`src/dlc_consts.vh`:
```
// Operation
// - Bit 5 of converter control picks bypass encoding: 0 offset binary, 1 two's complement.
// - Any decimating mode always emits two's complement samples regardless of bit 5.
// - Bit 4 sets final filter gain: 0 unity, 1 boost of 6.02 dB, default set.
// - Decimation field: 0 bypass, 2..7 divide 4,8,10,16,20,32; others reserved.
// - Bit 7 of link control A enables whitening; off after reset.
// - Bits 6..2 of link control A hold frames per multiframe minus one, reset 3.
// - Bit 1 of link control A: 0 bit rate equals sample clock, 1 double, default.
// - Link enable clear holds link in reset, serializers down, clocks gated.
// - Bit 7 of link control B enables five-fourths PLL: rate 1.25x or 2.5x.
// - Bit 6 of link control B picks sync source: 0 single-ended, 1 differential.
// - Test field: 0 normal, 1..9 PRBS, ramp, transport, D21.5, K28.5, alignment, RPAT.
// - Test code 10 holds outputs low, 11 high, 12..15 reserved.
// - Identifier byte is sent in second multiframe of initial lane alignment.
`ifndef DLC_CONSTS_VH
`define DLC_CONSTS_VH
`define DLC_OFF_DDC 10'h200
`define DLC_OFF_LNKA 10'h201
`define DLC_OFF_LNKB 10'h202
`define DLC_OFF_DID 10'h203
`define DLC_OFF_LNKC 10'h204
`define DLC_RST_DDC 8'h10
`define DLC_RST_LNKA 8'h0F
`define DLC_RST_LNKB 8'h00
`define DLC_RST_DID 8'h00
`define DLC_RST_LNKC 8'h00
`define DLC_BIT_ENC 5
`define DLC_BIT_BOOST 4
`define DLC_BIT_WHITEN 7
`define DLC_BIT_DDR 1
`define DLC_BIT_LEN 0
`define DLC_BIT_P54 7
`define DLC_BIT_SYNCSEL 6
`define DLC_DDC_MASK 8'h3F
`define DLC_LNKB_MASK 8'hCF
`define DLC_LNKC_MASK 8'h03
`define DLC_TEST_LOW 4'hA
`define DLC_TEST_HIGH 4'hB
`endif

```
`src/dlc_reg8.v`:
```
`default_nettype none
// Single configuration byte with write mask; masked bits always hold zero.
module dlc_reg8 #(
    parameter [7:0] RESET_VALUE = 8'h00,
    parameter [7:0] WRITE_MASK = 8'hFF
) (
    input wire sys_clk,
    input wire srst,
    input wire writeEnable,
    input wire [7:0] writeData,
    output reg [7:0] value
);
    // Read data comes straight from this register.
    always @(posedge sys_clk) begin
        if (srst) begin
            value <= RESET_VALUE & WRITE_MASK;
        end else if (writeEnable) begin
            value <= writeData & WRITE_MASK;
        end
    end
endmodule // dlc_reg8
`default_nettype wire

```
`src/dlc_sync_pick.v`:
```
`default_nettype none
`include "dlc_consts.vh"
// Sync request source selection, registered.
module dlc_sync_pick (
    input wire sys_clk,
    input wire srst,
    input wire sourceSelect,
    input wire sync_single_ended_input,
    input wire sync_differential_input,
    output reg syncRequestN
);
    // Idle high means no sync request after reset.
    always @(posedge sys_clk) begin
        if (srst) begin
            syncRequestN <= 1'b1;
        end else begin
            syncRequestN <= sourceSelect ? sync_differential_input : sync_single_ended_input;
        end
    end
endmodule // dlc_sync_pick
`default_nettype wire

```
`src/dlc_link_config_regs.v`:
```
`default_nettype none
`include "dlc_consts.vh"
module dlc_link_config_regs (
    input wire sys_clk,
    input wire srst,
    input wire [9:0] regAddr,
    input wire [7:0] regWriteData,
    input wire regWrite,
    input wire regRead,
    output reg [7:0] regReadData,
    input wire sync_single_ended_input,
    input wire sync_differential_input,
    output reg [3:0] decimation_select,
    output reg decimatorActive,
    output reg twosComplementOut,
    output reg final_filter_boost,
    output reg whitening_enable,
    output reg [4:0] framesPerMultiframeMinusOne,
    output reg doubleRate,
    output reg five_fourths_pll_enable,
    output reg [2:0] rateCode,
    output reg [3:0] link_test_pattern_select,
    output reg testPatternValid,
    output reg serialForceLow,
    output reg serialForceHigh,
    output reg [7:0] link_identifier_value,
    output reg [1:0] frameEndSelect,
    output reg link_enable,
    output reg linkReset,
    output reg serializerPowerDown,
    output reg linkClockGate,
    output reg syncRequestN
);
    // ----------------------------------------------------------------
    // Address decode
    // ----------------------------------------------------------------
    wire [7:0] ddcReg;
    wire [7:0] lnkA;
    wire [7:0] lnkB;
    wire [7:0] didReg;
    wire [7:0] lnkC;
    wire wrDdc;
    wire wrA;
    wire wrB;
    wire wrDid;
    wire wrC;
    wire syncPicked;

    // Register selects for the write strobe.
    assign wrDdc = regWrite && (regAddr == `DLC_OFF_DDC);
    assign wrA = regWrite && (regAddr == `DLC_OFF_LNKA);
    assign wrB = regWrite && (regAddr == `DLC_OFF_LNKB);
    assign wrDid = regWrite && (regAddr == `DLC_OFF_DID);
    assign wrC = regWrite && (regAddr == `DLC_OFF_LNKC);

    // ----------------------------------------------------------------
    // Storage
    // ----------------------------------------------------------------
    // reserved bits zero
    dlc_reg8 #(.RESET_VALUE(`DLC_RST_DDC), .WRITE_MASK(`DLC_DDC_MASK)) uDdc (
        .sys_clk(sys_clk), .srst(srst), .writeEnable(wrDdc), .writeData(regWriteData), .value(ddcReg));
    dlc_reg8 #(.RESET_VALUE(`DLC_RST_LNKA), .WRITE_MASK(8'hFF)) uLnkA (
        .sys_clk(sys_clk), .srst(srst), .writeEnable(wrA), .writeData(regWriteData), .value(lnkA));
    // Reserved bits 5:4 are masked so a careless write cannot disturb them.
    dlc_reg8 #(.RESET_VALUE(`DLC_RST_LNKB), .WRITE_MASK(`DLC_LNKB_MASK)) uLnkB (
        .sys_clk(sys_clk), .srst(srst), .writeEnable(wrB), .writeData(regWriteData), .value(lnkB));
    dlc_reg8 #(.RESET_VALUE(`DLC_RST_DID), .WRITE_MASK(8'hFF)) uDid (
        .sys_clk(sys_clk), .srst(srst), .writeEnable(wrDid), .writeData(regWriteData), .value(didReg));
    dlc_reg8 #(.RESET_VALUE(`DLC_RST_LNKC), .WRITE_MASK(`DLC_LNKC_MASK)) uLnkC (
        .sys_clk(sys_clk), .srst(srst), .writeEnable(wrC), .writeData(regWriteData), .value(lnkC));

    dlc_sync_pick uSync (
        .sys_clk(sys_clk),
        .srst(srst),
        .sourceSelect(lnkB[`DLC_BIT_SYNCSEL]),
        .sync_single_ended_input(sync_single_ended_input),
        .sync_differential_input(sync_differential_input),
        .syncRequestN(syncPicked)
    );

    // ----------------------------------------------------------------
    // Read path
    // ----------------------------------------------------------------
    // Data valid the cycle after the strobe; unmapped addresses read zero.
    always @(posedge sys_clk) begin
        if (srst) begin
            regReadData <= 8'h00;
        end else if (regRead) begin
            case (regAddr)
                `DLC_OFF_DDC: regReadData <= ddcReg;
                `DLC_OFF_LNKA: regReadData <= lnkA;
                `DLC_OFF_LNKB: regReadData <= lnkB;
                `DLC_OFF_DID: regReadData <= didReg;
                `DLC_OFF_LNKC: regReadData <= lnkC;
                default: regReadData <= 8'h00;
            endcase
        end else begin
            regReadData <= 8'h00;
        end
    end

    // ----------------------------------------------------------------
    // Decoded controls
    // ----------------------------------------------------------------
    wire [3:0] mode;
    reg modeDecimates;
    reg [2:0] next_rateCode;
    assign mode = ddcReg[3:0];

    always @* begin
        case (mode)
            4'h2, 4'h3, 4'h4, 4'h5, 4'h6, 4'h7: modeDecimates = 1'b1;
            default: modeDecimates = 1'b0;
        endcase
    end

    // rate multiplier encoding: 0=1x, 1=2x, 2=1.25x, 3=2.5x.
    always @* begin
        next_rateCode = {1'b0, lnkB[`DLC_BIT_P54], lnkA[`DLC_BIT_DDR]};
    end

    // Outputs registered so downstream sees clean levels; the mode field changes
    // only while the link is held idle, so one cycle of lag is harmless.
    always @(posedge sys_clk) begin
        if (srst) begin
            decimation_select <= 4'h0;
            decimatorActive <= 1'b0;
            twosComplementOut <= 1'b0;
            final_filter_boost <= 1'b1;
            whitening_enable <= 1'b0;
            framesPerMultiframeMinusOne <= 5'h03;
            doubleRate <= 1'b1;
            five_fourths_pll_enable <= 1'b0;
            rateCode <= 3'h1;
            link_test_pattern_select <= 4'h0;
            testPatternValid <= 1'b1;
            serialForceLow <= 1'b0;
            serialForceHigh <= 1'b0;
            link_identifier_value <= 8'h00;
            frameEndSelect <= 2'h0;
            link_enable <= 1'b1;
            linkReset <= 1'b1;
            serializerPowerDown <= 1'b1;
            linkClockGate <= 1'b0;
            syncRequestN <= 1'b1;
        end else begin
            decimation_select <= mode;
            decimatorActive <= modeDecimates;
            twosComplementOut <= modeDecimates | ddcReg[`DLC_BIT_ENC];
            final_filter_boost <= ddcReg[`DLC_BIT_BOOST];
            whitening_enable <= lnkA[`DLC_BIT_WHITEN];
            framesPerMultiframeMinusOne <= lnkA[6:2];
            doubleRate <= lnkA[`DLC_BIT_DDR];
            five_fourths_pll_enable <= lnkB[`DLC_BIT_P54];
            rateCode <= next_rateCode;
            link_test_pattern_select <= lnkB[3:0];
            testPatternValid <= (lnkB[3:0] < 4'hC);
            serialForceLow <= (lnkB[3:0] == `DLC_TEST_LOW);
            serialForceHigh <= (lnkB[3:0] == `DLC_TEST_HIGH);
            link_identifier_value <= didReg;
            frameEndSelect <= lnkC[1:0];
            link_enable <= lnkA[`DLC_BIT_LEN];
            linkReset <= ~lnkA[`DLC_BIT_LEN];
            serializerPowerDown <= ~lnkA[`DLC_BIT_LEN];
            linkClockGate <= lnkA[`DLC_BIT_LEN];
            // Sync is held idle while the link is down.
            syncRequestN <= lnkA[`DLC_BIT_LEN] ? syncPicked : 1'b1;
        end
    end
endmodule // dlc_link_config_regs
`default_nettype wire

```
`config.mk`:
```
export PLATFORM = sky130hd
export DESIGN_NAME = dlc_link_config_regs
export DESIGN_NICKNAME = d
export VERILOG_FILES = /design/src/dlc_reg8.v /design/src/dlc_sync_pick.v /design/src/dlc_link_config_regs.v
export VERILOG_INCLUDE_DIRS = /design/src
export SDC_FILE = /design/constraint.sdc
export NUM_CORES = 1
export LEC_CHECK = 0
export ABC_AREA = 1
export BUFFER_PORTS_ARGS = -buffer_cell sky130_fd_sc_hd__buf_2
export CORE_UTILIZATION = 25
export CTS_BUF_LIST = sky130_fd_sc_hd__clkbuf_8 sky130_fd_sc_hd__clkbuf_16
export DETAILED_ROUTE_END_ITERATION = 7
export PLACE_DENSITY = 0.4
export SKIP_LAST_GASP = 1
export SLEW_MARGIN = 20
export SYNTH_ARGS = -nofsm -noshare
export SYNTH_HDL_FRONTEND = slang
export SYNTH_SLANG_ARGS = --single-unit
```
`constraint.sdc`:
```
create_clock -name sys_clk -period 1.85 [get_ports sys_clk]
set_input_delay 0.185 -clock sys_clk [delete_from_list [all_inputs] [get_ports sys_clk]]
set_output_delay 0.185 -clock sys_clk [all_outputs]
set_load 0.01 [all_outputs]
```
==> summary by stage, run 1 <==
Floorplanning
The number of rows created at floorplan is 37. From bottom edge to top edge, the die measures 105 um. The initial utilization of the core area, before any placement, comes to 0.259. In this run the horizontal extent of the chip is around 110 um. After floorplanning, the core was sized to cover 10300 um^2. The die covers 11100 um^2. Pin placement for this block handled about 70 I/O pins.

Layout
Once layout is complete, the cells apart from fillers number 533. The finished cells cover 3280 um^2. The area growth from synthesis to layout is 22.7%. The fraction of layout cells with a size suffix above 1 is 0.262. The number of inserted diodes is 0.

The final-layout fill cell count is 1130. For this run, the post-layout net count is ~420.

Timing
The final-report max-slew violation count is 0. The final critical-path share of the clock period is 0.738. The final worst hold slack is between 0.1 and 0.15 ns.

At the pin with the least slew margin, the transition time is 0.576 ns. Subtracting the final worst setup slack from the clock period gives 1.37 ns. The setup violation total in the final timing report is 0. Between clock sinks in the finished design, the worst skew comes to about 0.0086 ns. Setup repair after global routing left no endpoint under its margin.

The post-route setup TNS is 0 ns. The worst slew margin relative to its limit is 0.615. The count of final hold-check violations is 0. The achievable frequency is between 700 and 800 MHz.

CTS
TritonCTS created 9 clock buffers. The H-tree depth is 3. TritonCTS built the clock tree.

The clock slew seen by the registers of the worst setup and hold paths is 0.08 ns. The count of cells resized by post-cts repair is 0. The clock latency at the later pin of the worst-skew pair is 0.34 ns. Once the clock tree was built, the setup fixing pass inserted 0 buffers. Buffers inserted to repair hold after CTS numbered 0.

The longest clock path from root to sink contains 2 buffers. The tree built by TritonCTS fans out to 75 sinks. In this run the clock root is driven by a sky130_fd_sc_hd__clkbuf_8.

Setup path
STA puts the critical path data required time at 2.06 ns. Data arrives at the worst endpoint at 1.58 ns. Traced cell by cell, the critical path runs through buf_2 -> nor2_1 -> nand2_2 -> nor2_2 -> nand3_1 -> o21ai_0 -> a21oi_1. The worst register-to-register path has a depth of 4. Along the worst path, the maximum fanout reaches 16.

The peak per-stage delay on the critical path is 0.42 ns. The worst setup path is captured at a register. The category of the most critical setup path is input port to register.

The category of the worst setup path launch point is an input port. The standard cell with the maximum stage delay on the critical path is sky130_fd_sc_hd__nand3_1.

Yosys
Averaged over all synthesized cells, the footprint is between 8 and 9 um^2. The count of different cell masters after synthesis is 21. The leading cell type by number of instances after synthesis is sky130_fd_sc_hd__dfxtp_1. Summing every instance area after synthesis gives 2670 um^2. The flip-flop cell with the highest count after synthesis is sky130_fd_sc_hd__dfxtp_1. The total of warnings raised by yosys is 0.

After synthesis the netlist holds a flip-flop and latch count of 75. The fraction of post-synthesis cell area in the top cell type by area is 0.562. Counting instances in the post-synthesis netlist gives the leading cell types as 75 x sky130_fd_sc_hd__dfxtp_1, 50 x sky130_fd_sc_hd__nor2_1, 39 x sky130_fd_sc_hd__inv_1, 35 x sky130_fd_sc_hd__nand3_1, 29 x sky130_fd_sc_hd__nand2_1.

The net count of the mapped netlist is 348. The largest total area in the synthesized netlist belongs to sky130_fd_sc_hd__dfxtp_1. In this run, synthesis inferred 0 flip-flops with an integrated enable.

For this run, asynchronously set or reset flops after synthesis account for 0. Ranked by total cell area, the synthesized netlist is headed by sky130_fd_sc_hd__dfxtp_1 56%, sky130_fd_sc_hd__nor2_1 7.0%, sky130_fd_sc_hd__nand3_1 6.6%, sky130_fd_sc_hd__inv_1 5.5%, sky130_fd_sc_hd__a21oi_1 4.5%. In the synthesized netlist, the number of instances is roughly 320. The sequential-to-total area share from yosys stat is 0.562.

Route
The detailed-route vias per instance is 4.18. The count of antenna-violating nets left after detailed routing is 0. The final wirelength is 6.68 mm.

After the first detailed-routing iteration, the DRC count stood at 93. The number of detailed-route iterations in the first pass is 5. In the final routed layout, each cell accounts on average for 12.5 um. The count of unresolved DRC violations after routing is 0. Across all layers, the routed design uses 2230 vias.

Placed design
Input and output buffers added on the ports amount to 70. Detailed placement finished with a half-perimeter wire length of ~5 mm. After detailed placement, the total cell area comes to 3110 um^2. The cell count after placement is roughly 520. The global placement routability congestion is 0.826.

Min path
The cell depth of the worst min-delay path is 3. The class of the most critical hold timing path is input port to register.

Power and ir drop
The power density relative to cell area is 865 nW/um^2. The total leakage power is 1.50 nW. The highest ir drop seen on vdd is ~0.00026 V.

Global routing
The global routing usage summed across all routing layers is 0.127. The via count of the first global-routing pass came to 2113. The total global routing overflow is 0. The pin count of the biggest net entering global routing is 34. The initial antenna violation count was 0.

The wire length of the first global-routing pass is 10.6 mm.

Job
Max-cap violations in this run came to 0.

Run status
The flow ran to the end, and the final reports show no timing, DRC or antenna violations.
-- power by group --
part | total (mW) | switching, mW | internal (mW)
registers | 1.62 | 0.00121 | 1.62
logic | 0.128 | 0.0879 | 0.0403
clock network | 1.09 | 0.578 | 0.511
total | 2.84 | 0.667 | 2.17
-- final timing paths --
check                          startpoint            endpoint  slack, ns
setup / recovery               regAddr[3]       uDid.value[4]       0.48
hold / removal    sync_single_ended_input  uSync.syncRequestN       0.10
setup reg to reg           uLnkA.value[0]        syncRequestN       0.85
hold reg to reg            uLnkB.value[2]    testPatternValid       0.39
-- registers in the layout, summed over array words and instances (netlist names), 2 cells and up --
| register | flops |
|---|---|
| uLnkC.value | 2 |
| uLnkB.value | 6 |
| uDid.value | 8 |
| uLnkA.value | 8 |
| regReadData | 8 |
| decimation_select | 4 |
| link_identifier_value | 8 |
| framesPerMultiframeMinusOne | 5 |
| uDdc.value | 6 |
| frameEndSelect | 2 |
| link_test_pattern_select | 4 |
-- through the flow --
stage / total power [mW] / util / setup slack (ns)
final: 2.84 / 0.318 / 0.484
after global routing: 2.97 / 0.318 / 0.383
after CTS: 2.89 / 0.318 / 0.522
after detailed placement: 1.79 / 0.301 / 0.147
after global placement: 1.79 / 0.301 / 0.198
after floorplan: 1.72 / - / 0.671
-- cells by family (layout without fill, tap and decap cells) --
kind of cell,after synthesis,count (layout),share of synthesized area
buf+inv,60,133,0.106
compound gates,55,55,0.103
flops,75,75,0.562
simple gates,133,133,0.228
other cells,1,1,0.00140
-- cell type report --
type                            instances  area [um^2]  area share
Multi-Input combinational cell        189          890       0.271
Tap cell                              136          170      0.0519
Clock buffer                           10          138      0.0420
Timing Repair Buffer                   76          395       0.121
Inverter                               41          154      0.0469
Clock inverter                          6         32.5     0.00992
Sequential cell                        75         1500       0.458
-- layout by cell type (no fill, tap or decap), types with 6 or more instances in the layout --
cell type,count
sky130_fd_sc_hd__nand3_1,35
sky130_fd_sc_hd__clkbuf_8,10
sky130_fd_sc_hd__buf_2,70
sky130_fd_sc_hd__o21ai_0,14
sky130_fd_sc_hd__a21oi_1,24
sky130_fd_sc_hd__nand4_1,7
sky130_fd_sc_hd__buf_4,6
sky130_fd_sc_hd__nor2_1,50
sky130_fd_sc_hd__inv_1,40
sky130_fd_sc_hd__nand2_1,29
sky130_fd_sc_hd__dfxtp_1,75
sky130_fd_sc_hd__o21ai_1,17
-- layer usage --
| metal | wire length, um | track usage |
|---|---|---|
| met5 | 0 | 0 |
| met4 | 131 | 0.0624 |
| met3 | 248 | 0.0328 |
| met2 | 3040 | 0.197 |
| met1 | 3260 | 0.162 |
-- worst max-delay path, delay by kind of cell --
family,cells,cell delay [ns]
buffers and inverters,1,0.10
AND/OR/NAND/NOR,4,0.84
AO/OA/AOI/OAI,2,0.44
No activity file was read; power rests on OpenSTA's default activity.
==> run 2: changes to the inputs <==
--- a/config.mk
+++ b/config.mk
@@ -6,7 +6,7 @@
 export SDC_FILE = /design/constraint.sdc
 export NUM_CORES = 1
 export LEC_CHECK = 0
-export ABC_AREA = 1
+export ABC_AREA = 0
 export BUFFER_PORTS_ARGS = -buffer_cell sky130_fd_sc_hd__buf_2
 export CORE_UTILIZATION = 25
 export CTS_BUF_LIST = sky130_fd_sc_hd__clkbuf_8 sky130_fd_sc_hd__clkbuf_16
==> constraint.sdc (replaced) <==
create_clock -name sys_clk -period 1.3 [get_ports sys_clk]
set_input_delay 0.13 -clock sys_clk [delete_from_list [all_inputs] [get_ports sys_clk]]
set_output_delay 0.13 -clock sys_clk [all_outputs]
set_load 0.01 [all_outputs]
==> run 2 against run 1 <==
  * Power grew 61%
  * Clock-buffer cell count grew 1
  * First-iteration DRC count shrank 32%
  * Core utilization grew 2.9 points
  * Combinational power grew 88%
  * Routed wire length shrank 0.76%
  * Clock skew shrank 0.0042 ns
  * Design area grew 9.5%
  * Worst setup slack lost 0.25 ns
  * Highest routed layer unchanged
==> summary by stage, run 2 <==
Yosys
For this run, the leading register cell type out of synthesis is sky130_fd_sc_hd__dfxtp_1. Summing every instance area after synthesis gives 2690 um^2. The most common cell in the synthesized netlist is sky130_fd_sc_hd__dfxtp_1. The share of synthesized registers carrying an async set or reset is 0. The count of different cell masters after synthesis is 37. In the post-synthesis netlist, the biggest area contributors are sky130_fd_sc_hd__dfxtp_1 56%, sky130_fd_sc_hd__mux2i_1 8.9%, sky130_fd_sc_hd__nand2b_1 6.3%, sky130_fd_sc_hd__nor2b_1 4.0%, sky130_fd_sc_hd__inv_1 3.1%. The fraction of post-synthesis cell area in the top cell type by area is 0.558. In this run the mean area of a mapped cell was between 10 and 15 um^2.

Of the synthesized area, sequential elements account for 0.558. The synthesized design contains 0 enable-type register cells. Counting flops and latches in the post-synthesis netlist gives 75. Sorting the synthesized cells by how often they occur yields 75 x sky130_fd_sc_hd__dfxtp_1, 27 x sky130_fd_sc_hd__nand2b_1, 24 x sky130_fd_sc_hd__mux2i_1, 22 x sky130_fd_sc_hd__inv_1, 17 x sky130_fd_sc_hd__nor2b_1. The net count of the mapped netlist is around 280. The Yosys step of the flow raised 0 warnings.

The biggest area contributor in the post-synthesis netlist is sky130_fd_sc_hd__dfxtp_1. The synthesized netlist cell count is 251.

Placed design
The sum of net half-perimeters after detailed placement is slightly below 5 mm. The setup slack after placement is -0.128 ns. The global placement routability congestion is 0.750. Port buffering added 70 buffers.

Setup path
The arrival time at the worst endpoint is 1.30 ns. The required arrival time at the worst endpoint is 1.54 ns. The category of the worst setup path launch point is an input port. The endpoint class of the critical path is a register. By startpoint and endpoint, the worst setup path is classified as input port to register. The endpoint identified for the worst register-to-register timing path is regReadData[1].

The setup check on the worst reg-to-reg path leaves a slack of roughly 0.24 ns. The number of cells on the worst reg-to-reg path is 3. The start of the worst register-to-register path is uLnkB.value[1]. Along the worst path, the maximum fanout reaches 5.

Route
The final wirelength is about 6.6 mm. The first TritonRoute pass finished after 4 iterations. In the final routed layout, each cell accounts on average for 13.8 um. Dividing the detail-routed via count by the number of cells gives 4.12. For this block, the initial DRC count from the detailed router was 63. The detailed router placed 1986 vias in this run. The count of antenna-violating nets left after detailed routing is 0. The count of unresolved DRC violations after routing is 0.

CTS
Buffers inserted during clock tree synthesis total 9. TritonCTS built the clock tree. The clock reaches the later pin of the worst-skew pair after 0.35 ns. The clock passes through at most 2 buffers.

The count of cells resized by post-cts repair is 0. The cell chosen for the clock root is sky130_fd_sc_hd__clkbuf_8. The number of hold buffers added after CTS is 0. The H-tree depth is 3. After clock tree synthesis, the clock-pin slew on the worst setup and hold paths is 0.07 ns. Clock tree synthesis found a total of 75 sinks.

The number of post-CTS setup repair buffers is 0.

Min path
Counting instances, the worst hold path has a depth of 2. For hold timing, the worst endpoint is uSync.syncRequestN. In this run the most critical hold path is launched from sync_differential_input. The tightest min-delay check is of the input port to register type.

Global routing
The met2 track demand over resource is 0.178. The wire length of the first global-routing pass is 10.7 mm. The initial antenna violation count is 0. The via count of the first global-routing pass is around 2000. For this run, global-route usage on met3 was measured as 0.0408. The total overflow left after global routing is 0. Entering global routing, the biggest net connects 30 pins. The global routing usage summed across all routing layers is 0.129. The busiest layer in global routing is met1. The global-route met1 utilization is 0.181.

Power and ir drop
The highest ir drop seen on vdd is about 0.00037 V. Dividing total power by cell area gives a power density of 1270 nW/um^2. The proportion of power drawn by flip-flops and latches is 0.504. Of the total power, combinational logic draws 0.052. The switching share of power is 0.214. Summed over all nets, the switching power comes to roughly 1000 uW. The total power after layout is 4.57 mW.

The internal cell power is 3.59 mW. Of the total power, the clock network draws 0.444. For this design the static power due to leakage is 1.78 nW.

Timing
Across all hold checks on the routed design, the worst slack comes to between 0.015 and 0.02 ns. The clock arrives with 0.00440 ns of skew. Setup repair after global routing left no endpoint under its margin. The setup violation total in the final timing report is 0. The shortest period the worst path allows is 1.06 ns. The final-report max-slew violation count is 0.

The final critical-path share of the clock period is 0.819. The count of final hold-check violations was 0. Based on the critical path, the design can be clocked at up to 939 MHz. The final worst setup slack is around 0.24 ns. Adding up every negative setup slack in the final design gives 0 ns.

Layout
Relative to the synthesized area, the layout overhead comes to 33.4%. The fraction of layout cells with a size suffix above 1 is 0.358. The post-layout net count is 365. The final-layout fill cell count is 1117.

The library cell used most frequently in the layout, excluding fill and tap cells, is sky130_fd_sc_hd__dfxtp_1. The top cell types in the final layout, fill and taps aside, are 75 x sky130_fd_sc_hd__dfxtp_1, 70 x sky130_fd_sc_hd__buf_2, 27 x sky130_fd_sc_hd__nand2b_1. The number of inserted diodes is 0.

Floorplanning
The floorplan step defined a die boundary enclosing approximately 11000 um^2. The die span in x is 106 um. The floorplan step set the die height to around 110 um. The initial core utilization is 0.260. In this run the count of I/O pins placed on the die edge is a little over 70. The core region is 10400 um^2. After floorplanning, the core was divided into 37 placement rows.

Run status
The run finished with clean final reports.

Job
Across the run, the number of max-cap violations was 0.
[run 2: per-layer routing]
metal / share of wire / vias up
met5: 0 / -
met4: 0.017 / 0
met3: 0.052 / 12
met2: 0.41 / 57
met1: 0.52 / 896
li1: - / 1021
[run 2: area by class of cell]
type                    instances  area [um^2]  area share
multi-input cells             138         1050       0.291
flip-flops and latches         75         1500       0.418
well taps                     136          170      0.0474
clock inverters                 5         76.3      0.0213
clock buffers                  11          151      0.0422
inverters                      22         82.6      0.0230
repair buffers                 95          563       0.157
[run 2: worst max-delay path by stage]
| stage | depth (start not counted) | slack (ns) | startpoint | to |
|---|---|---|---|---|
| after floorplan | 5 | -0.1 | regAddr[7] | uDid.value[0] |
| after global placement | 5 | -0.1 | regAddr[7] | uDid.value[0] |
| after detailed placement | 5 | -0.13 | regAddr[7] | uDid.value[0] |
| after CTS | 3 | 0.23 | uLnkB.value[3] | serialForceLow |
| after global routing | 3 | 0.14 | uLnkB.value[3] | serialForceLow |
| final | 5 | 0.24 | regAddr[7] | uDid.value[0] |
[run 2: logic make-up after synthesis]
| logic type | count (synthesis) | share of synthesized area |
|---|---|---|
| buffers and inverters | 38 | 0.0623 |
| AND/OR/NAND/NOR | 81 | 0.187 |
| AO/OA/AOI/OAI | 25 | 0.0600 |
| flip-flops | 75 | 0.558 |
| other | 1 | 0.00139 |
| multiplexers | 31 | 0.131 |
[run 2: power groups by stage]
| stage | Combinational [mW] | Sequential [mW] | Clock, mW |
|---|---|---|---|
| after floorplan | 0.117 | 2.36 | 0 |
| after global placement | 0.242 | 2.36 | 0 |
| after detailed placement | 0.242 | 2.36 | 0 |
| after CTS | 0.243 | 2.30 | 2.11 |
| after global routing | 0.262 | 2.30 | 2.22 |
| final | 0.240 | 2.30 | 2.03 |
[run 2: worst max-delay path: stages]
cell,delay (ns)
sky130_fd_sc_hd__buf_2,0.12
sky130_fd_sc_hd__or4_4,0.55
sky130_fd_sc_hd__buf_4,0.17
sky130_fd_sc_hd__o31ai_1,0.23
sky130_fd_sc_hd__o21ai_1,0.09
[run 2: stage by stage]
| step | area, um^2 | utilization | instances |
|---|---|---|---|
| 2_1_floorplan | 2720 | - | 251 |
| 3_3_place_gp | 3360 | 0.324 | 466 |
| 3_5_place_dp | 3360 | 0.324 | 466 |
| 4_1_cts | 3590 | 0.346 | 482 |
| 5_1_grt | 3590 | 0.346 | 482 |
| 6_report | 3590 | 0.346 | 482 |
